$ cat config.mk
export PLATFORM = sky130hd
export DESIGN_NAME = smirq_top
export DESIGN_NICKNAME = d
export VERILOG_FILES = /design/src/verilog/smirq_top.v /design/src/verilog/smirq_slot.v
export VERILOG_INCLUDE_DIRS = /design/src /design/src/include
export SDC_FILE = /design/constraint.sdc
export NUM_CORES = 1
export LEC_CHECK = 0
export ABC_AREA = 1
export BUFFER_PORTS_ARGS = -buffer_cell sky130_fd_sc_hd__buf_2
export CAP_MARGIN = 40
export CORE_MARGIN = 3
export CORE_UTILIZATION = 56
export DETAILED_ROUTE_END_ITERATION = 16
export PLACE_DENSITY = 0.86
export SYNTH_ARGS = -nofsm -noshare
export SYNTH_HDL_FRONTEND = slang
export SYNTH_SLANG_ARGS = --single-unit
$ cat constraint.sdc
create_clock -name clk_sys -period 3.29 [get_ports clk_sys]
set_clock_uncertainty 0.1 [all_clocks]
set_input_delay 0.329 -clock clk_sys [delete_from_list [all_inputs] [get_ports clk_sys]]
set_output_delay 0.329 -clock clk_sys [all_outputs]
set_load 0.05 [all_outputs]
$ cat src/include/smirq_map.vh
// constants for the security module interrupt logic: register offsets,
// field positions, reset values and serial interrupt frame timing.
// assumes an apb slave in front of the registers and a serial irq host.
`ifndef SMIRQ_MAP_VH
`define SMIRQ_MAP_VH

// register byte offsets
`define SMIRQ_OFF_ENABLE 12'h008
`define SMIRQ_OFF_CAUSE 12'h010
`define SMIRQ_OFF_CAP 12'h014
`define SMIRQ_OFF_VECTOR 12'h00c
`define SMIRQ_OFF_EVENT 12'h018
`define SMIRQ_ADDR_W 12

// enable register fields
`define SMIRQ_EN_GATE 31
`define SMIRQ_EN_ACCEPT 7
`define SMIRQ_EN_STYLE_HI 4
`define SMIRQ_EN_STYLE_LO 3
`define SMIRQ_EN_OWNER 2
`define SMIRQ_EN_STSVAL 1
`define SMIRQ_EN_RESP 0
`define SMIRQ_EN_MASK 32'h8000009f
`define SMIRQ_EN_RESET 32'h00000008

// cause register fields
`define SMIRQ_CF_ACCEPT 7
`define SMIRQ_CF_OWNER 2
`define SMIRQ_CF_STSVAL 1
`define SMIRQ_CF_RESP 0
`define SMIRQ_CF_MASK 8'h87
`define SMIRQ_CF_ZERO 8'h00

// capability: all four styles and three causes; bit 7, the accept cause position, is clear
`define SMIRQ_CAP_VALUE 32'h0000007f

// trigger style codes
`define SMIRQ_STY_HIGH 2'h0
`define SMIRQ_STY_LOW 2'h1
`define SMIRQ_STY_RISE 2'h2
`define SMIRQ_STY_FALL 2'h3

// vector field and reset
`define SMIRQ_VEC_W 4
`define SMIRQ_VEC_RESET 4'h0

// serial frame: start frame low, then 3 clocks per slot
`define SMIRQ_START_LEN 4'h6
`define SMIRQ_SLOT_CLKS 2'h3
`define SMIRQ_SLOT_W 5
`define SMIRQ_LAST_IRQ_SLOT 5'h0f

`endif

$ cat src/verilog/smirq_top.v
// security module interrupt logic: cause flags, enables, rearm write,
// trigger style and serial slot output, with an apb register slave.
// assumes one clock and synchronous events pulsed one cycle each.
`timescale 1ns/1ps
`default_nettype none
`include "smirq_map.vh"

module smirq_top (
    // clock and reset
    input wire clk_sys,
    input wire rst_n,
    // apb slave
    input wire psel,
    input wire penable,
    input wire pwrite,
    input wire [`SMIRQ_ADDR_W-1:0] paddr,
    input wire [31:0] pwdata,
    output reg [31:0] prdata,
    output reg pready,
    output reg pslverr,
    // cause events, one-cycle pulses
    input wire ev_owner_switch,
    input wire ev_response_ready,
    input wire ev_status_valid,
    input wire ev_accept_next_cmd,
    // serial interrupt line as three signals
    input wire sirq_in,
    output reg sirq_out,
    output reg sirq_oe,
    // state views
    output reg irq_pending,
    output reg irq_line_active
);

    // ----------------------------------------
    // state
    // ----------------------------------------
    reg master_irq_gate; // global gate
    reg [1:0] trigger_style; // line style
    reg en_owner, en_resp, en_stsval, en_accept; // per-cause enables
    reg owner_switch_flag, response_ready_flag; // mandatory causes
    reg status_valid_flag, accept_next_cmd_flag; // optional causes
    reg [`SMIRQ_VEC_W-1:0] vector; // selected irq slot
    reg [3:0] gate_quiet; // hold-off after a gate change

    // interrupt sequencer states, one-hot
    localparam [2:0] ST_IDLE = 3'b001; // armed, nothing sent
    localparam [2:0] ST_ACTIVE = 3'b010; // sent, waiting for rearm
    localparam [2:0] ST_QUIET = 3'b100; // gate settling
    reg [2:0] state;

    // pulse stretch for edge styles, counts frames' worth of clocks
    reg [7:0] pulse_cnt;
    reg line_assert; // logical assertion, before polarity

    // ----------------------------------------
    // apb decode
    // ----------------------------------------
    wire acc = psel && penable; // access phase
    wire wr = acc && pwrite;
    wire hit_en = paddr == `SMIRQ_OFF_ENABLE;
    wire hit_cf = paddr == `SMIRQ_OFF_CAUSE;
    wire hit_cap = paddr == `SMIRQ_OFF_CAP;
    wire hit_vec = paddr == `SMIRQ_OFF_VECTOR;
    wire hit_any = hit_en || hit_cf || hit_cap || hit_vec;
    wire rearm = wr && hit_cf; // irq_rearm_write
    wire en_write = wr && hit_en;
    wire gate_change = en_write && (pwdata[`SMIRQ_EN_GATE] != master_irq_gate);

    // packs the cause flags into register layout
    function [7:0] pack_flags;
        input a, o, s, r;
        begin
            pack_flags = `SMIRQ_CF_ZERO;
            pack_flags[`SMIRQ_CF_ACCEPT] = a;
            pack_flags[`SMIRQ_CF_OWNER] = o;
            pack_flags[`SMIRQ_CF_STSVAL] = s;
            pack_flags[`SMIRQ_CF_RESP] = r;
        end
    endfunction

    // one flag update: event wins over a clearing write
    function next_flag;
        input cur, ev, clr;
        begin
            next_flag = ev | (cur & ~clr);
        end
    endfunction

    wire [7:0] flags = pack_flags(accept_next_cmd_flag, owner_switch_flag,
                                  status_valid_flag, response_ready_flag);
    wire [7:0] clr = rearm ? (pwdata[7:0] & `SMIRQ_CF_MASK) : `SMIRQ_CF_ZERO;
    wire [7:0] ev = pack_flags(ev_accept_next_cmd, ev_owner_switch,
                               ev_status_valid, ev_response_ready);
    wire [7:0] nflags = (ev | (flags & ~clr)) & `SMIRQ_CF_MASK;
    wire [7:0] enables = pack_flags(en_accept, en_owner, en_stsval, en_resp);
    // enabled and gated causes after this cycle's updates
    wire any_cause = master_irq_gate && |(nflags & enables);

    // ----------------------------------------
    // cause flags
    // ----------------------------------------
    // shared by every locality, so there is one copy only
    always @(posedge clk_sys) begin
        if (!rst_n) begin
            owner_switch_flag <= 1'b0;
            response_ready_flag <= 1'b0;
            status_valid_flag <= 1'b0;
            accept_next_cmd_flag <= 1'b0;
        end else begin
            owner_switch_flag <= next_flag(owner_switch_flag, ev_owner_switch,
                                           clr[`SMIRQ_CF_OWNER]);
            response_ready_flag <= next_flag(response_ready_flag,
                                             ev_response_ready, clr[`SMIRQ_CF_RESP]);
            status_valid_flag <= next_flag(status_valid_flag, ev_status_valid,
                                           clr[`SMIRQ_CF_STSVAL]);
            accept_next_cmd_flag <= next_flag(accept_next_cmd_flag,
                                              ev_accept_next_cmd, clr[`SMIRQ_CF_ACCEPT]);
        end
    end

    // ----------------------------------------
    // enable and vector registers
    // ----------------------------------------
    // one register set for all localities
    always @(posedge clk_sys) begin
        if (!rst_n) begin
            master_irq_gate <= 1'b0;
            trigger_style <= `SMIRQ_STY_LOW;
            en_owner <= 1'b0;
            en_resp <= 1'b0;
            en_stsval <= 1'b0;
            en_accept <= 1'b0;
            vector <= `SMIRQ_VEC_RESET;
        end else begin
            if (en_write) begin
                master_irq_gate <= pwdata[`SMIRQ_EN_GATE];
                trigger_style <= pwdata[`SMIRQ_EN_STYLE_HI:`SMIRQ_EN_STYLE_LO];
                en_owner <= pwdata[`SMIRQ_EN_OWNER];
                en_resp <= pwdata[`SMIRQ_EN_RESP];
                en_stsval <= pwdata[`SMIRQ_EN_STSVAL];
                en_accept <= pwdata[`SMIRQ_EN_ACCEPT];
            end
            if (wr && hit_vec) begin
                vector <= pwdata[`SMIRQ_VEC_W-1:0];
            end
        end
    end

    // ----------------------------------------
    // interrupt sequencer
    // ----------------------------------------
    // one assertion per rearm; gate changes force a quiet spell
    always @(posedge clk_sys) begin
        if (!rst_n) begin
            state <= ST_IDLE;
            gate_quiet <= 4'h0;
        end else begin
            case (state)
                ST_IDLE: begin
                    if (gate_change) begin
                        state <= ST_QUIET;
                        gate_quiet <= 4'hf;
                    end else if (any_cause) begin
                        state <= ST_ACTIVE;
                    end
                end
                ST_ACTIVE: begin
                    if (gate_change) begin
                        state <= ST_QUIET;
                        gate_quiet <= 4'hf;
                    end else if (rearm) begin
                        // besides a gate change, only a rearm leaves this state
                        state <= any_cause ? ST_ACTIVE : ST_IDLE;
                    end
                end
                ST_QUIET: begin
                    if (gate_change) begin
                        gate_quiet <= 4'hf;
                    end else if (gate_quiet == 4'h0) begin
                        state <= ST_IDLE;
                    end else begin
                        gate_quiet <= gate_quiet - 4'h1;
                    end
                end
                default: begin
                    state <= ST_IDLE;
                end
            endcase
        end
    end

    // ----------------------------------------
    // line assertion and trigger style
    // ----------------------------------------
    // levels hold while active; edge styles give a pulse, then rest.
    // a rearm that re-triggers drops the line for one clock first
    wire retrig = state == ST_ACTIVE && rearm && any_cause;
    wire start_assert = (state == ST_IDLE && !gate_change && any_cause) || retrig;
    always @(posedge clk_sys) begin
        if (!rst_n) begin
            line_assert <= 1'b0;
            pulse_cnt <= 8'h00;
        end else if (state != ST_ACTIVE && !start_assert) begin
            line_assert <= 1'b0;
            pulse_cnt <= 8'h00;
        end else if (start_assert) begin
            line_assert <= !retrig;
            pulse_cnt <= 8'hff;
        end else if (trigger_style == `SMIRQ_STY_RISE ||
                     trigger_style == `SMIRQ_STY_FALL) begin
            // edge style: pulse then return to rest
            line_assert <= pulse_cnt != 8'h00;
            if (pulse_cnt != 8'h00) begin
                pulse_cnt <= pulse_cnt - 8'h01;
            end
        end else begin
            // level style: hold until the rearm write
            line_assert <= 1'b1;
        end
    end

    // active low styles drive low when asserted, high styles when idle
    wire want_low = (trigger_style == `SMIRQ_STY_LOW ||
                     trigger_style == `SMIRQ_STY_FALL) ? line_assert : !line_assert;

    // ----------------------------------------
    // serial slot output
    // ----------------------------------------
    wire slot_out;
    wire slot_oe;
    smirq_slot u_slot (
        .clk_sys(clk_sys),
        .rst_n(rst_n),
        .vector(vector),
        .drive_low(want_low),
        .sirq_in(sirq_in),
        .sirq_out(slot_out),
        .sirq_oe(slot_oe)
    );

    // register the pins and state views
    always @(posedge clk_sys) begin
        if (!rst_n) begin
            sirq_out <= 1'b1;
            sirq_oe <= 1'b0;
            irq_pending <= 1'b0;
            irq_line_active <= 1'b0;
        end else begin
            sirq_out <= slot_out;
            sirq_oe <= slot_oe;
            irq_pending <= |flags;
            irq_line_active <= line_assert;
        end
    end

    // ----------------------------------------
    // apb response
    // ----------------------------------------
    // zero wait states; unmapped address answers slverr, reads zero
    always @(posedge clk_sys) begin
        if (!rst_n) begin
            prdata <= 32'h00000000;
            pready <= 1'b0;
            pslverr <= 1'b0;
        end else begin
            pready <= psel && !penable;
            pslverr <= psel && !penable && !hit_any;
            prdata <= 32'h00000000;
            if (psel && !penable && !pwrite) begin
                if (hit_en) begin
                    prdata <= {master_irq_gate, 23'h000000, en_accept, 2'h0,
                               trigger_style, en_owner, en_stsval, en_resp};
                end else if (hit_cf) begin
                    prdata <= {24'h000000, flags};
                end else if (hit_cap) begin
                    prdata <= `SMIRQ_CAP_VALUE;
                end else if (hit_vec) begin
                    prdata <= {28'h0000000, vector};
                end
            end
        end
    end

endmodule
`default_nettype wire

$ cat src/verilog/smirq_slot.v
// serial interrupt slot driver: follows host start frames and drives the
// line low in the sample phase of the selected irq slot only.
// assumes sirq_in is the resolved line level, synchronous to clk_sys.
`timescale 1ns/1ps
`default_nettype none
`include "smirq_map.vh"

module smirq_slot (
    // clock and reset
    input wire clk_sys,
    input wire rst_n,
    // slot selection and requested line level in the slot
    input wire [`SMIRQ_VEC_W-1:0] vector,
    input wire drive_low,
    // serial interrupt line
    input wire sirq_in,
    output reg sirq_out,
    output reg sirq_oe
);

    // ----------------------------------------
    // frame tracker
    // ----------------------------------------
    reg [3:0] low_run; // length of current low period
    reg prev_in; // line one clock ago
    reg in_frame; // counting slots
    reg [`SMIRQ_SLOT_W-1:0] slot; // current slot number
    reg [1:0] phase; // clock within the slot

    wire start_end = in_frame == 1'b0 && prev_in == 1'b0 && sirq_in == 1'b1 &&
                     low_run >= `SMIRQ_START_LEN;
    wire our_slot = in_frame && slot == {1'b0, vector};

    // count start frame, then walk slots; stop after irq slot 15
    always @(posedge clk_sys) begin
        if (!rst_n) begin
            low_run <= 4'h0;
            prev_in <= 1'b1;
            in_frame <= 1'b0;
            slot <= 5'h00;
            phase <= 2'h0;
        end else begin
            prev_in <= sirq_in;
            if (sirq_in == 1'b0 && low_run != 4'hf) begin
                low_run <= low_run + 4'h1;
            end else if (sirq_in == 1'b1) begin
                low_run <= 4'h0;
            end
            if (start_end) begin
                // first turnaround clock is phase one of no slot
                in_frame <= 1'b1;
                // all ones wraps to irq slot zero once the turnaround ends
                slot <= 5'h1f;
                phase <= 2'h1;
            end else if (in_frame) begin
                if (phase == `SMIRQ_SLOT_CLKS - 2'h1) begin
                    phase <= 2'h0;
                    if (slot == `SMIRQ_LAST_IRQ_SLOT) begin
                        // stop before pci slots a to d
                        in_frame <= 1'b0;
                    end else begin
                        slot <= slot + 5'h01;
                    end
                end else begin
                    phase <= phase + 2'h1;
                end
            end
        end
    end

    // drive low in sample phase, high in recovery, float otherwise
    always @(posedge clk_sys) begin
        if (!rst_n) begin
            sirq_out <= 1'b1;
            sirq_oe <= 1'b0;
        end else if (our_slot && phase == 2'h0 && drive_low) begin
            sirq_out <= 1'b0;
            sirq_oe <= 1'b1;
        end else if (our_slot && phase == 2'h1 && sirq_oe) begin
            sirq_out <= 1'b1; // recovery clock
            sirq_oe <= 1'b1;
        end else begin
            sirq_out <= 1'b1;
            sirq_oe <= 1'b0;
        end
    end

endmodule
`default_nettype wire

==> results of run 1 <==
## registers in the layout, indices dropped and copies added (netlist names), 2 cells and up
register and flops:
gate_quiet 4, prdata 8, pulse_cnt 8, state 3, trigger_style 2, u_slot.low_run 4, u_slot.phase 2, u_slot.slot 5
vector 4
## path summary, 6_finish.rpt
path | startpoint | end | slack (ns) | depth (start not counted)
max reg2reg | u_slot.slot[0] | u_slot.slot[2] | 1.31 | 10
min | penable | pready | 0.09 | 2
min reg2reg | u_slot.sirq_out | sirq_out | 0.32 | 1
max | u_slot.slot[0] | u_slot.slot[2] | 1.31 | 10
## power breakdown
part	switching [mW]	total, mW	internal [mW]
registers	0.00469	0.738	0.733
clock network	0.306	0.601	0.295
logic	0.106	0.130	0.0243
## critical path, delay by kind of cell (launching register included)
kind,cells,cell delay (ns)
AND/OR/NAND/NOR,3,0.45
adder cells (fa/ha/maj),2,0.42
flip-flops,1,0.36
buffers and inverters,3,0.29
AO/OA/AOI/OAI,2,0.26
## layer usage
| metal | share of wire (%) | routed length, µm | vias up | GRT usage (%) |
|---|---|---|---|---|
| met2 | 49 | 3320 | 152 | 38.2 |
| met5 | 0 | 0 | - | 0 |
| met3 | 9.4 | 638 | 21 | 4.37 |
| met1 | 38 | 2620 | 1270 | 24.5 |
| met4 | 3.3 | 227 | 0 | 13.2 |
| li1 | - | - | 1388 | - |
## cell families (layout without fill, tap and decap cells)
kind of cell | after synthesis | count (layout) | synth area share (%)
xor gates and xnor gates | 11 | 11 | 3.10
adders and majority gates | 6 | 6 | 2.41
AOI/OAI and AO/OA | 77 | 77 | 16.4
and+or+nand+nor | 159 | 159 | 24.3
DFF | 60 | 60 | 38.6
other | 1 | 23 | 0.121
buffers and inverters | 100 | 131 | 15.1
## cell usage in the layout, fill, tap and decap left out, types with 2 or more instances in the layout
master	netlist	layout
sky130_fd_sc_hd__nand2_1	66	66
sky130_fd_sc_hd__inv_1	63	63
sky130_fd_sc_hd__dfxtp_1	60	60
sky130_fd_sc_hd__buf_2	0	43
sky130_fd_sc_hd__nor2_1	33	33
sky130_fd_sc_hd__a21oi_1	29	29
sky130_fd_sc_hd__conb_1	1	23
sky130_fd_sc_hd__nand3_1	15	15
sky130_fd_sc_hd__o21ai_0	15	15
sky130_fd_sc_hd__nor3_1	10	10
sky130_fd_sc_hd__clkbuf_8	0	10
sky130_fd_sc_hd__inv_2	9	9
sky130_fd_sc_hd__xor2_1	9	9
sky130_fd_sc_hd__nand4_1	9	9
sky130_fd_sc_hd__a21oi_2	7	7
sky130_fd_sc_hd__nor2_2	6	6
sky130_fd_sc_hd__a211oi_2	6	6
sky130_fd_sc_hd__ha_1	6	6
sky130_fd_sc_hd__o21ai_1	5	5
sky130_fd_sc_hd__o211ai_1	4	4
sky130_fd_sc_hd__nor2_4	3	3
sky130_fd_sc_hd__nand2_2	3	3
sky130_fd_sc_hd__nor4_1	3	3
sky130_fd_sc_hd__nor3_2	3	3
sky130_fd_sc_hd__or2_2	3	3
sky130_fd_sc_hd__a31oi_1	3	3
sky130_fd_sc_hd__clkinvlp_4	0	3
sky130_fd_sc_hd__nand3_2	2	2
sky130_fd_sc_hd__a2111oi_0	2	2
sky130_fd_sc_hd__xnor2_1	2	2
## cell type report
type                    count  area (µm²)  share of cell area, %
clock buffers              11         141                   4.07
repair buffers             43         215                   6.19
flip-flops and latches     60        1200                   34.6
inverters                  72         270                   7.78
multi-input cells         276        1520                   43.8
clock inverters             5        36.3                   1.04
well taps                  70        87.6                   2.52
## per-stage QoR
stage / instances / total power [mW]
floorplan: 436 / 0.871
global placement: 521 / 0.882
detailed placement: 521 / 0.883
CTS: 537 / 1.48
global route: 537 / 1.52
finish: 537 / 1.47
==> results.md, run 1 <==
| Quantity | This run |
| --- | --- |
| Outcome | finished, final reports clean |
| Maximum number of pins on one net before global-route repair | 25 |
| Part of the cycle the worst path needs | 60.1% |
| Number of cells produced by synthesis | 414 |
| Count leader, synth | sky130_fd_sc_hd__nand2_1 |
| Chip width | 80.5 µm |
| Antenna violations before repair | 0 |
| Inserted Clock Buffers | 9 |
| Detailed-route via count | 2831 |
| Cell type contributing the most total cell area after synthesis | sky130_fd_sc_hd__dfxtp_1 |
| Post-route DRC violation count | 0 |
| Maximum capacitance violations | 0 |
| Worst path arrival time | 2.12 ns |
| Via-to-Cell Ratio | 5.27 |
| Buffers inserted by post-CTS timing repair | 0 |
| Clock root cell | sky130_fd_sc_hd__clkbuf_8 |
| Slowest cell on the critical path | sky130_fd_sc_hd__dfxtp_1 |
| Endpoints failing setup | 0 |
| Die height | 80.5 µm |
| Number of levels the H-tree was split into | 3 |
| Smallest hold slack | 0.0927 ns |
| Critical path peak fanout | 6 |
| DIE AREA | 0.00649 mm² |
| Number of filler cells placed in the layout | 454 |
| Wire length of the first global-routing pass | 11.0 mm |
| Number of iterations in the first detailed-routing pass | 6 |
| Relative slew slack | 58.9% |
| Vias in the first global route | 2563 |
| Final net count | 522 |
| Share of flip-flops with an asynchronous set or reset | 0% |
| Required arrival time at the worst endpoint | 3.44 ns |
| Pins Over Slew Limit | 0 |
| Dominant register cell in the synthesized netlist | sky130_fd_sc_hd__dfxtp_1 |
| Total routing usage reported by global routing | 22.0% |
| Number of flip-flops and latches in the synthesized netlist | 60 |
| Leakage power | 1.54 nW |
| Power per cell area | 423 mW/mm² |
| Cell area reported after detailed placement | 0.00330 mm² |
| Number of buffers added on ports | 43 |
| Cell area after layout | 0.00347 mm² |
| Post-placement setup slack | 1.19 ns |
| Time the final worst path needs with I/O delays and setup | 1.98 ns |
| Starting density of the core | 59.4% |
| Clock edge transition at the registers on the reported setup and hold paths | 0.07 ns |
| Clk sinks | 60 |
| Count of different cell masters after synthesis | 38 |
| First DRT Iteration DRCs | 228 |
| DRT Wirelength | 6.80 mm |
| Row Count | 26 |
| Number of synthesized flops with an enable pin | 0 |
| RSZ-0062 raised after global routing | false |
| Slowest cell delay on critical path | 0.36 ns |
| Layout cell share with drive strength beyond 1 | 22.1% |
| Final GP Congestion | 0.886 |
| Mean post-synth cell area | 7.51 µm² |
| Aggregate negative setup slack | 0 ns |
| Series of cell instances along the critical path | ha_1, inv_1, nor3_1, ha_1, nor3_2, inv_1, o21ai_1, nand2_1, o21ai_1, inv_1 |
| Yosys top cell area share | 38.6% |
| Critical path type | reg -> reg |
| Max IR drop VDD | 0.216 mV |
| Number of buffers on the longest clock path | 2 |
| Worst Setup Start Kind | flop |
| CP Capture Type | flop |
| Placeable core area | 0.00524 mm² |
| Type of the worst min-delay path | in -> reg |
| Count of hold buffers inserted by post-cts repair | 0 |
| Post-CTS sizing | 0 |
| Routed wirelength normalized by instance count | 12.7 µm |
| Half-perimeter wire length after placement | 5.01 mm |
| Synth top cells by count | sky130_fd_sc_hd__nand2_1 (66), sky130_fd_sc_hd__inv_1 (63), sky130_fd_sc_hd__dfxtp_1 (60), sky130_fd_sc_hd__nor2_1 (33), sky130_fd_sc_hd__a21oi_1 (29) |
| Post-Synthesis Cell Area | 0.00311 mm² |
| Area growth from synthesis to layout | 11.7% |
| Final-report hold violation count | 0 |
| Max Clk Rate | 0.505 GHz |
| Number of ports placed on the die boundary | 92 |
| CTS tree | yes |
| Final design utilization | 66.3% |
| Antenna-violating nets left | 0 |
| Total of warnings raised by yosys | 0 |
| Sequential area share after synthesis | 38.6% |
| GRT overflow | 0 |
| Main area contributors after synthesis | sky130_fd_sc_hd__dfxtp_1 (39%), sky130_fd_sc_hd__nand2_1 (8.0%), sky130_fd_sc_hd__inv_1 (7.6%) |
| Cell type with the highest occurrence count on the critical path | sky130_fd_sc_hd__inv_1 |
| Worst-skew pair later-pin latency | 0.34 ns |
| Antenna Diode Count | 0 |
| Final critical-path setup slack | 1.31 ns |
| Transition time at the pin with the least slew margin | 0.601 ns |
Note: power is estimated with default switching activity, not from simulation.
==> inputs of run 2 (changes only) <==
- CORE_UTILIZATION: 56 -> 47
- PLACE_DENSITY: 0.86 -> 0.77
- clock period: 3.29 -> 1.7 ns (I/O delays scaled with it)
==> run 2 against run 1 <==
Compared with the run above: the run now ends with negative setup slack left; critical path type unchanged; clock power increased by 110%; utilization is 3.7 points lower; critical path depth shrank 1; sequential cell count unchanged; setup slack worse by 1.3 ns; largest power group unchanged; via count is 3.4% higher; largest cell class unchanged; critical endpoint is now pulse_cnt[7]; non-clock buffer count rose by 46; highest routed layer unchanged.
==> results.md, run 2 (synthesis results as in run 1) <==
| Quantity | This run | Delta |
| --- | --- | --- |
| Outcome | finished with violations |  |
| Violated checks | negative setup slack |  |
| Top library cells by usage in the layout, fill and taps aside | sky130_fd_sc_hd__nand2_1 (64), sky130_fd_sc_hd__inv_1 (58), sky130_fd_sc_hd__dfxtp_1 (57) |  |
| Switching part of the total | 27.6% | -0.79 points |
| Type of the worst min-delay path | in -> reg |  |
| Chip width | 87.4 µm | +8.5% |
| First DRT Iteration DRCs | 163 | -29% |
| Starting density of the core | 48.7% | -11 points |
| Pins Over Slew Limit | 0 | unchanged |
| Worst path arrival time | 1.86 ns | -0.26 ns |
| Endpoints failing setup | 1 | +1 |
| Inserted Clock Buffers | 9 | unchanged |
| Maximum number of pins on one net before global-route repair | 24 | -4.0% |
| Hold Path Depth | 3 | +1 |
| Placeable core area | 0.00639 mm² | +22% |
| Combinational share of power | 9.4% | +0.5 points |
| Switching pwr | 0.828 mW | +99% |
| Number of iterations in the first detailed-routing pass | 4 | -2 |
| GRT overflow | 0 | unchanged |
| Worst Reg-to-Reg Cells | 9 | -1 |
| Number of filler cells placed in the layout | 556 | +22% |
| DIE AREA | 0.00763 mm² | +18% |
| Number of buffers on the longest clock path | 2 | unchanged |
| Area growth from synthesis to layout | 28.7% |  |
| Time the final worst path needs with I/O delays and setup | 1.72 ns | -0.255 ns |
| Via-to-Cell Ratio | 4.96 | -5.9% |
| Routing layer with the top usage in global route | met2 |  |
| Part of the cycle the worst path needs | 101% | +41 points |
| RSZ-0062 raised after global routing | true |  |
| Antenna-violating nets left | 0 | unchanged |
| Filler-free cell count of the finished design | 590 | +9.9% |
| Final-report hold violation count | 0 | unchanged |
| Worst reg2reg path startpoint | pulse_cnt[0] |  |
| Clock group share of total power | 43.0% | +2.1 points |
| Required arrival time at the worst endpoint | 1.83 ns | -1.61 ns |
| Total routing usage reported by global routing | 19.9% | -2.1 points |
| Final net count | 568 | +8.8% |
| CP Capture Type | flop |  |
| Die height | 87.4 µm | +8.5% |
| Power after layout | 3.00 mW | +100% |
| Half-perimeter wire length after placement | 5.06 mm | +0.98% |
| Power per cell area | 750 mW/mm² | +77% |
| Start point of the worst hold path | pwdata[7] |  |
| Final GP Congestion | 0.897 | +1.3% |
| Antenna violations before repair | 0 | unchanged |
| Max Clk Rate | 0.580 GHz | +15% |
| Wire length of the first global-routing pass | 11.9 mm | +8.0% |
| Multi-input gate area in the final layout | 0.00164 mm² | +7.4% |
| Maximum capacitance violations | 0 | unchanged |
| GR Layer Usage met2 | 34.3% | -3.8 points |
| Worst Setup Start Kind | flop |  |
| DRT Wirelength | 7.17 mm | +5.4% |
| Routed wirelength normalized by instance count | 12.2 µm | -4.0% |
| Number of ports placed on the die boundary | 92 | unchanged |
| Post-placement setup slack | -0.126 ns | -1.32 ns |
| Layout cell share with drive strength beyond 1 | 32.2% | +10 points |
| Setup slack, reg-to-reg | -0.02 ns | -1.33 ns |
| Clock edge transition at the registers on the reported setup and hold paths | 0.07 ns | about the same |
| Detailed-route via count | 2927 | +3.4% |
| Max IR drop VDD | 0.662 mV | +210% |
| Number of levels the H-tree was split into | 3 | unchanged |
| Number of buffers added on ports | 43 | unchanged |
| Antenna Diode Count | 0 | unchanged |
| Number of instances in the placed design | 559 | +7.3% |
| Worst-skew pair later-pin latency | 0.34 ns | about the same |
| Endpoint with the worst hold slack | en_accept |  |
| Area taken by flip-flops and latches | 0.00120 mm² | +0.31% |
| Register share of total power | 47.6% | -2.6 points |
| Top flop regs | prdata x8, pulse_cnt x8, u_slot.slot x5 |  |
| Row Count | 29 | +12% |
| Post-route DRC violation count | 0 | unchanged |
| Clk sinks | 60 | unchanged |
| Leakage power | 1.77 nW | +15% |
| Met3 Track Usage GR | 6.24% | +1.9 points |
| Vias in the first global route | 2765 | +7.9% |
| Critical path type | reg -> reg |  |
| CTS tree | yes |  |
| Fraction of met1 tracks used by global routing | 22.8% | -1.7 points |
| Critical path peak fanout | 5 | -1 |
| Reg2reg end | pulse_cnt[7] |  |
| Final critical-path setup slack | -0.0236 ns | -1.33 ns |
| Internal power | 2.17 mW | +110% |
| Most common cell after layout, fill and taps aside | sky130_fd_sc_hd__nand2_1 |  |
| Clock root cell | sky130_fd_sc_hd__clkbuf_8 |  |
==> run 2: cell count changes in the layout (fill, tap and decap cells not counted), moves of 3 or more <==
cell                            delta
sky130_fd_sc_hd__nor2_4            +3
sky130_fd_sc_hd__inv_1             -5
sky130_fd_sc_hd__dfxtp_2           +3
sky130_fd_sc_hd__o21ai_2           +3
sky130_fd_sc_hd__nor2_1            -3
sky130_fd_sc_hd__dlygate4sd3_1     +8
sky130_fd_sc_hd__ha_1              -3
sky130_fd_sc_hd__dfxtp_1           -3
sky130_fd_sc_hd__inv_2             +4
sky130_fd_sc_hd__buf_4            +37
==> run 2: critical path, stage by stage, from the launching register on <==
cell	delay (ns)
sky130_fd_sc_hd__dfxtp_2	0.33
sky130_fd_sc_hd__inv_2	0.07
sky130_fd_sc_hd__ha_4	0.13
sky130_fd_sc_hd__nand4_1	0.10
sky130_fd_sc_hd__or3_4	0.38
sky130_fd_sc_hd__nand2_8	0.10
sky130_fd_sc_hd__inv_4	0.05
sky130_fd_sc_hd__nand4_1	0.10
sky130_fd_sc_hd__xor2_1	0.20
sky130_fd_sc_hd__a21oi_2	0.07
==> run 2: what timing repair did <==
| action | in CTS | in global routing |
|---|---|---|
| setup endpoints to repair | 15 | 24 |
| setup buffers | 5 | 2 |
| gates resized for setup | 7 | 22 |
| pin swaps | 8 | 9 |
| hold endpoints to repair | 8 | 0 |
| hold buffers | 8 | 0 |
==> run 2: area by class of cell <==
class | instances | area share (%)
repair buffers | 89 | 14.8
clock inverters | 7 | 1.91
flip-flops and latches | 60 | 30.1
multi-input cells | 276 | 40.9
well taps | 77 | 2.41
inverters | 72 | 6.81
clock buffers | 9 | 3.09
==> run 2: through the flow <==
stage	area [µm²]	utilization (%)	setup TNS (ns)	hold slack (ns)
after detailed placement	3570	56.0	-1.49	0.287
after global placement	3570	56.0	-0.879	0.284
after CTS	3910	61.3	0	0.0267
after floorplan	3220	-	0	0.159
after global routing	4000	62.7	-0.489	0.0388
final	4000	62.7	-0.0236	0.0336
==> run 2: per-layer routing <==
| metal | vias to the layer above | wire (µm) |
|---|---|---|
| li1 | 1481 | - |
| met1 | 1343 | 3040 |
| met2 | 90 | 3560 |
| met3 | 13 | 439 |
| met4 | 0 | 127 |
| met5 | - | 0 |
==> run 2: worst max-delay path by stage <==
stage	depth (start not counted)	startpoint	slack, ns	end
2_1_floorplan	9	pulse_cnt[0]	0.0003	pulse_cnt[4]
4_1_cts	9	pulse_cnt[0]	0.008	pulse_cnt[7]
3_3_place_gp	12	paddr[11]	-0.08	pulse_cnt[1]
6_report	9	pulse_cnt[0]	-0.02	pulse_cnt[7]
3_5_place_dp	12	paddr[11]	-0.13	pulse_cnt[5]
5_1_grt	9	pulse_cnt[0]	-0.11	pulse_cnt[7]
==> run 2: power groups by stage <==
stage / Sequential [mW] / Clock (mW) / Combinational, mW
after floorplan: 1.47 / 0 / 0.214
after global placement: 1.46 / 0 / 0.260
after detailed placement: 1.46 / 0 / 0.263
after CTS: 1.43 / 1.32 / 0.278
after global routing: 1.43 / 1.39 / 0.302
final: 1.43 / 1.29 / 0.282
==> inputs of run 3 (changes only) <==
- ABC_AREA: 1 -> default
==> run 3 against run 2 <==
Compared with the run above: the flow still finishes with violations (negative setup slack); synthesized cell count shrank 15%; sequential share of layout area shrank 0.23 points; sequential cell count is the same; total power shrank 5.7%; utilization grew 3.2 points; hold slack lost 0.014 ns; synthesized area shrank 0.52%; first-iteration DRC count shrank 39%; die area shrank 0.48%; clock power shrank 14%; critical path type unchanged; critical endpoint is now pulse_cnt[3]; highest routed layer unchanged.
==> results.md, run 3 <==
| Quantity | This run | Delta |
| --- | --- | --- |
| Transition time at the pin with the least slew margin | 0.502 ns |  |
| Count of different cell masters after synthesis | 59 | +55% |
| Violated checks | negative setup slack |  |
| Leakage power | 1.72 nW | -3.1% |
| Inserted Clock Buffers | 9 | unchanged |
| Number of buffers added on ports | 43 | unchanged |
| Cell type contributing the most total cell area after synthesis | sky130_fd_sc_hd__dfxtp_1 |  |
| Layout cell share with drive strength beyond 1 | 35.0% | +2.9 points |
| Top flop regs | prdata x8, pulse_cnt x8, u_slot.slot x5 |  |
| Top library cells by usage in the layout, fill and taps aside | sky130_fd_sc_hd__dfxtp_1 (56), sky130_fd_sc_hd__buf_2 (43), sky130_fd_sc_hd__buf_4 (42) |  |
| GR Layer Usage met2 | 32.8% | -1.5 points |
| Fraction of met1 tracks used by global routing | 24.4% | +1.6 points |
| Total routing usage reported by global routing | 19.8% | -0.052 points |
| Final critical-path setup slack | -0.223 ns | -0.199 ns |
| Number of flip-flops and latches in the synthesized netlist | 60 | unchanged |
| Slowest cell delay on critical path | 0.54 ns | +0.16 ns |
| Crit. Startpoint | pulse_cnt[4] |  |
| Slowest cell on the critical path | sky130_fd_sc_hd__or4_4 |  |
| Post-placement setup slack | -0.413 ns | -0.287 ns |
| DIE AREA | 0.00759 mm² | -0.48% |
| Critical path type | reg -> reg |  |
| Required arrival time at the worst endpoint | 1.87 ns | +0.04 ns |
| Yosys top cell area share | 38.8% | +0.20 points |
| Type of the worst min-delay path | in -> reg |  |
| Clk sinks | 60 | unchanged |
| Reg2reg end | pulse_cnt[3] |  |
| Row Count | 28 | -3.4% |
| Worst Reg-to-Reg Cells | 7 | -2 |
| Routed wirelength normalized by instance count | 14.1 µm | +16% |
| DRT Wirelength | 7.39 mm | +3.1% |
| Max Clk Rate | 0.520 GHz | -10% |
| Power per cell area | 701 mW/mm² | -6.5% |
| First DRT Iteration DRCs | 99 | -39% |
| Instance count on the critical path | 7 | -2 |
| Share of flip-flops with an asynchronous set or reset | 0% | unchanged |
| Clock root cell | sky130_fd_sc_hd__clkbuf_8 |  |
| Worst Setup Start Kind | flop |  |
| Number of buffers on the longest clock path | 2 | unchanged |
| Final GP Congestion | 0.858 | -4.4% |
| Number of levels the H-tree was split into | 3 | unchanged |
| Main area contributors after synthesis | sky130_fd_sc_hd__dfxtp_1 (39%), sky130_fd_sc_hd__buf_4 (6.1%), sky130_fd_sc_hd__nand2_1 (4.7%) |  |
| Half-perimeter wire length after placement | 5.18 mm | +2.5% |
| Maximum capacitance violations | 0 | unchanged |
| Final net count | 503 | -11% |
| GRT overflow | 0 | unchanged |
| Met3 Track Usage GR | 3.69% | -2.6 points |
| Power after layout | 2.83 mW | -5.7% |
| Total of warnings raised by yosys | 0 | unchanged |
| Wire length of the first global-routing pass | 12.0 mm | +0.99% |
| Final-report hold violation count | 0 | unchanged |
| Antenna violations before repair | 0 | unchanged |
| Number of filler cells placed in the layout | 493 | -11% |
| Antenna-violating nets left | 0 | unchanged |
| Die height | 87.1 µm | -0.24% |
| RSZ-0062 raised after global routing | true |  |
| Post-Synthesis Cell Area | 0.00309 mm² | -0.52% |
| Relative slew slack | 66.5% |  |
| Number of iterations in the first detailed-routing pass | 5 | +1 |
| Via-to-Cell Ratio | 5.26 | +6.0% |
| Number of cells produced by synthesis | 353 | -15% |
| Placeable core area | 0.00613 mm² | -4.0% |
| Outcome | finished with violations |  |
| CP bufs+invs | 1 | -1 |
| Endpoints failing setup | 11 | +10 |
| Critical path peak fanout | 3 | -2 |
| Routing layer with the top usage in global route | met2 |  |
| Start point of the worst hold path | ev_response_ready |  |
| CTS tree | yes |  |
| Worst path arrival time | 2.09 ns | +0.23 ns |
| Number of synthesized flops with an enable pin | 0 | unchanged |
| Chip width | 87.1 µm | -0.24% |
| Mean post-synth cell area | 8.77 µm² | +17% |
| Hold Path Depth | 3 | unchanged |
| Time the final worst path needs with I/O delays and setup | 1.92 ns | +0.199 ns |
| Kind of cell with the highest combined delay on the critical path | simple AND/OR/NAND/NOR gates |  |
| Starting density of the core | 50.5% | +1.8 points |
| Vias in the first global route | 2593 | -6.2% |
| Detailed-route via count | 2751 | -6.0% |
| Post-route DRC violation count | 0 | unchanged |
| Maximum number of pins on one net before global-route repair | 23 | -4.2% |
| Max IR drop VDD | 0.569 mV | -14% |
| Count leader, synth | sky130_fd_sc_hd__dfxtp_1 |  |
| Area growth from synthesis to layout | 30.5% |  |
| Number of ports placed on the die boundary | 92 | unchanged |
| Endpoint with the worst hold slack | response_ready_flag |  |
| Dominant register cell in the synthesized netlist | sky130_fd_sc_hd__dfxtp_1 |  |
| Series of cell instances along the critical path | or4_4, or3_4, buf_4, nand2_4, xnor2_2, o21ai_1, a21oi_1 |  |
| Antenna Diode Count | 0 | unchanged |
| CP Capture Type | flop |  |
| Worst-skew pair later-pin latency | 0.34 ns | about the same |
| Worst reg2reg path startpoint | pulse_cnt[4] |  |
| Synth top cells by count | sky130_fd_sc_hd__dfxtp_1 (60), sky130_fd_sc_hd__nand2_1 (39), sky130_fd_sc_hd__nor2_1 (28), sky130_fd_sc_hd__buf_4 (25), sky130_fd_sc_hd__nor2b_1 (20) |  |
| Most common cell after layout, fill and taps aside | sky130_fd_sc_hd__dfxtp_1 |  |
| Pins Over Slew Limit | 0 | unchanged |
| Setup slack, reg-to-reg | -0.22 ns | -0.20 ns |
| Clock edge transition at the registers on the reported setup and hold paths | 0.07 ns | about the same |
| Part of the cycle the worst path needs | 113% | +12 points |
| Sequential area share after synthesis | 38.8% | +0.20 points |
[run 3: cell types whose count changed after synthesis, sizes merged, moves of 7 or more]
| cell | change |
|---|---|
| xnor2 | +9 |
| and2 | +7 |
| nand4 | -7 |
| mux2i | +12 |
| nand2 | -30 |
| nor2b | +20 |
| a21oi | -17 |
| nand3 | -12 |
| a21boi | +8 |
| nand2b | +8 |
| nor2 | -14 |
| inv | -58 |
[run 3: layout make-up]
cell class                      instances  area [µm²]  area share (%)
Multi-Input combinational cell        266        1910            47.3
Sequential cell                        60        1210            29.9
Timing Repair Buffer                   92         606            15.0
Clock buffer                           11         141            3.50
Tap cell                               75        93.8            2.32
Inverter                               14        52.6            1.30
Clock inverter                          5        27.5           0.682
[run 3: where the power goes]
| group | switching (mW) | internal (mW) | total, mW |
|---|---|---|---|
| Sequential | 0.0104 | 1.42 | 1.43 |
| Clock | 0.552 | 0.558 | 1.11 |
| Combinational | 0.208 | 0.0811 | 0.290 |
| Total | 0.771 | 2.06 | 2.83 |
[run 3: layer usage]
layer	vias up	wire (µm)
met3	20	508
met5	-	0
li1	1359	-
met4	0	202
met1	1269	3170
met2	103	3520
[run 3: kinds of logic (layout without fill, tap and decap cells)]
family	Yosys count	in the layout	synth area share [%]
adders and majority gates	6	6	2.43
xor gates and xnor gates	15	15	4.25
AOI/OAI and AO/OA	69	69	16.9
DFF	60	60	38.8
other	1	23	0.121
and+or+nand+nor	140	140	24.1
buffers and inverters	49	122	9.18
muxes	13	13	4.25
[run 3: repair_timing]
action                                  CTS  global route
gates cloned                              0             0
pin swaps                                11             8
hold buffers                              3             0
resized for setup                        22            25
endpoints found under the setup margin   18            20
endpoints found under the hold margin     3             0
setup buffers                             4             2
[run 3: stage by stage]
stage          std cells  area, µm²  setup TNS [ns]  util [%]  hold slack [ns]
2_1_floorplan        375       3280          -0.927         -            0.198
3_3_place_gp         498       3650           -5.29      59.5            0.292
3_5_place_dp         498       3650           -6.31      59.5            0.306
4_1_cts              521       3960          -0.983      64.6          0.00800
5_1_grt              523       4040           -2.25      65.9           0.0338
6_report             523       4040           -1.27      65.9           0.0193
[run 3: worst register-to-register path, cell delays in order (launching register included)]
cell	delay [ns]
sky130_fd_sc_hd__dfxtp_1	0.33
sky130_fd_sc_hd__or4_4	0.54
sky130_fd_sc_hd__or3_4	0.37
sky130_fd_sc_hd__buf_4	0.16
sky130_fd_sc_hd__nand2_4	0.05
sky130_fd_sc_hd__xnor2_2	0.11
sky130_fd_sc_hd__o21ai_1	0.09
sky130_fd_sc_hd__a21oi_1	0.12
[run 3: how the worst max path moves through the flow]
stage,to,slack (ns)
final,pulse_cnt[3],-0.22
after global routing,pulse_cnt[7],-0.28
after CTS,pulse_cnt[7],-0.16
after detailed placement,pulse_cnt[4],-0.41
after global placement,line_assert,-0.36
after floorplan,u_slot.slot[3],-0.13
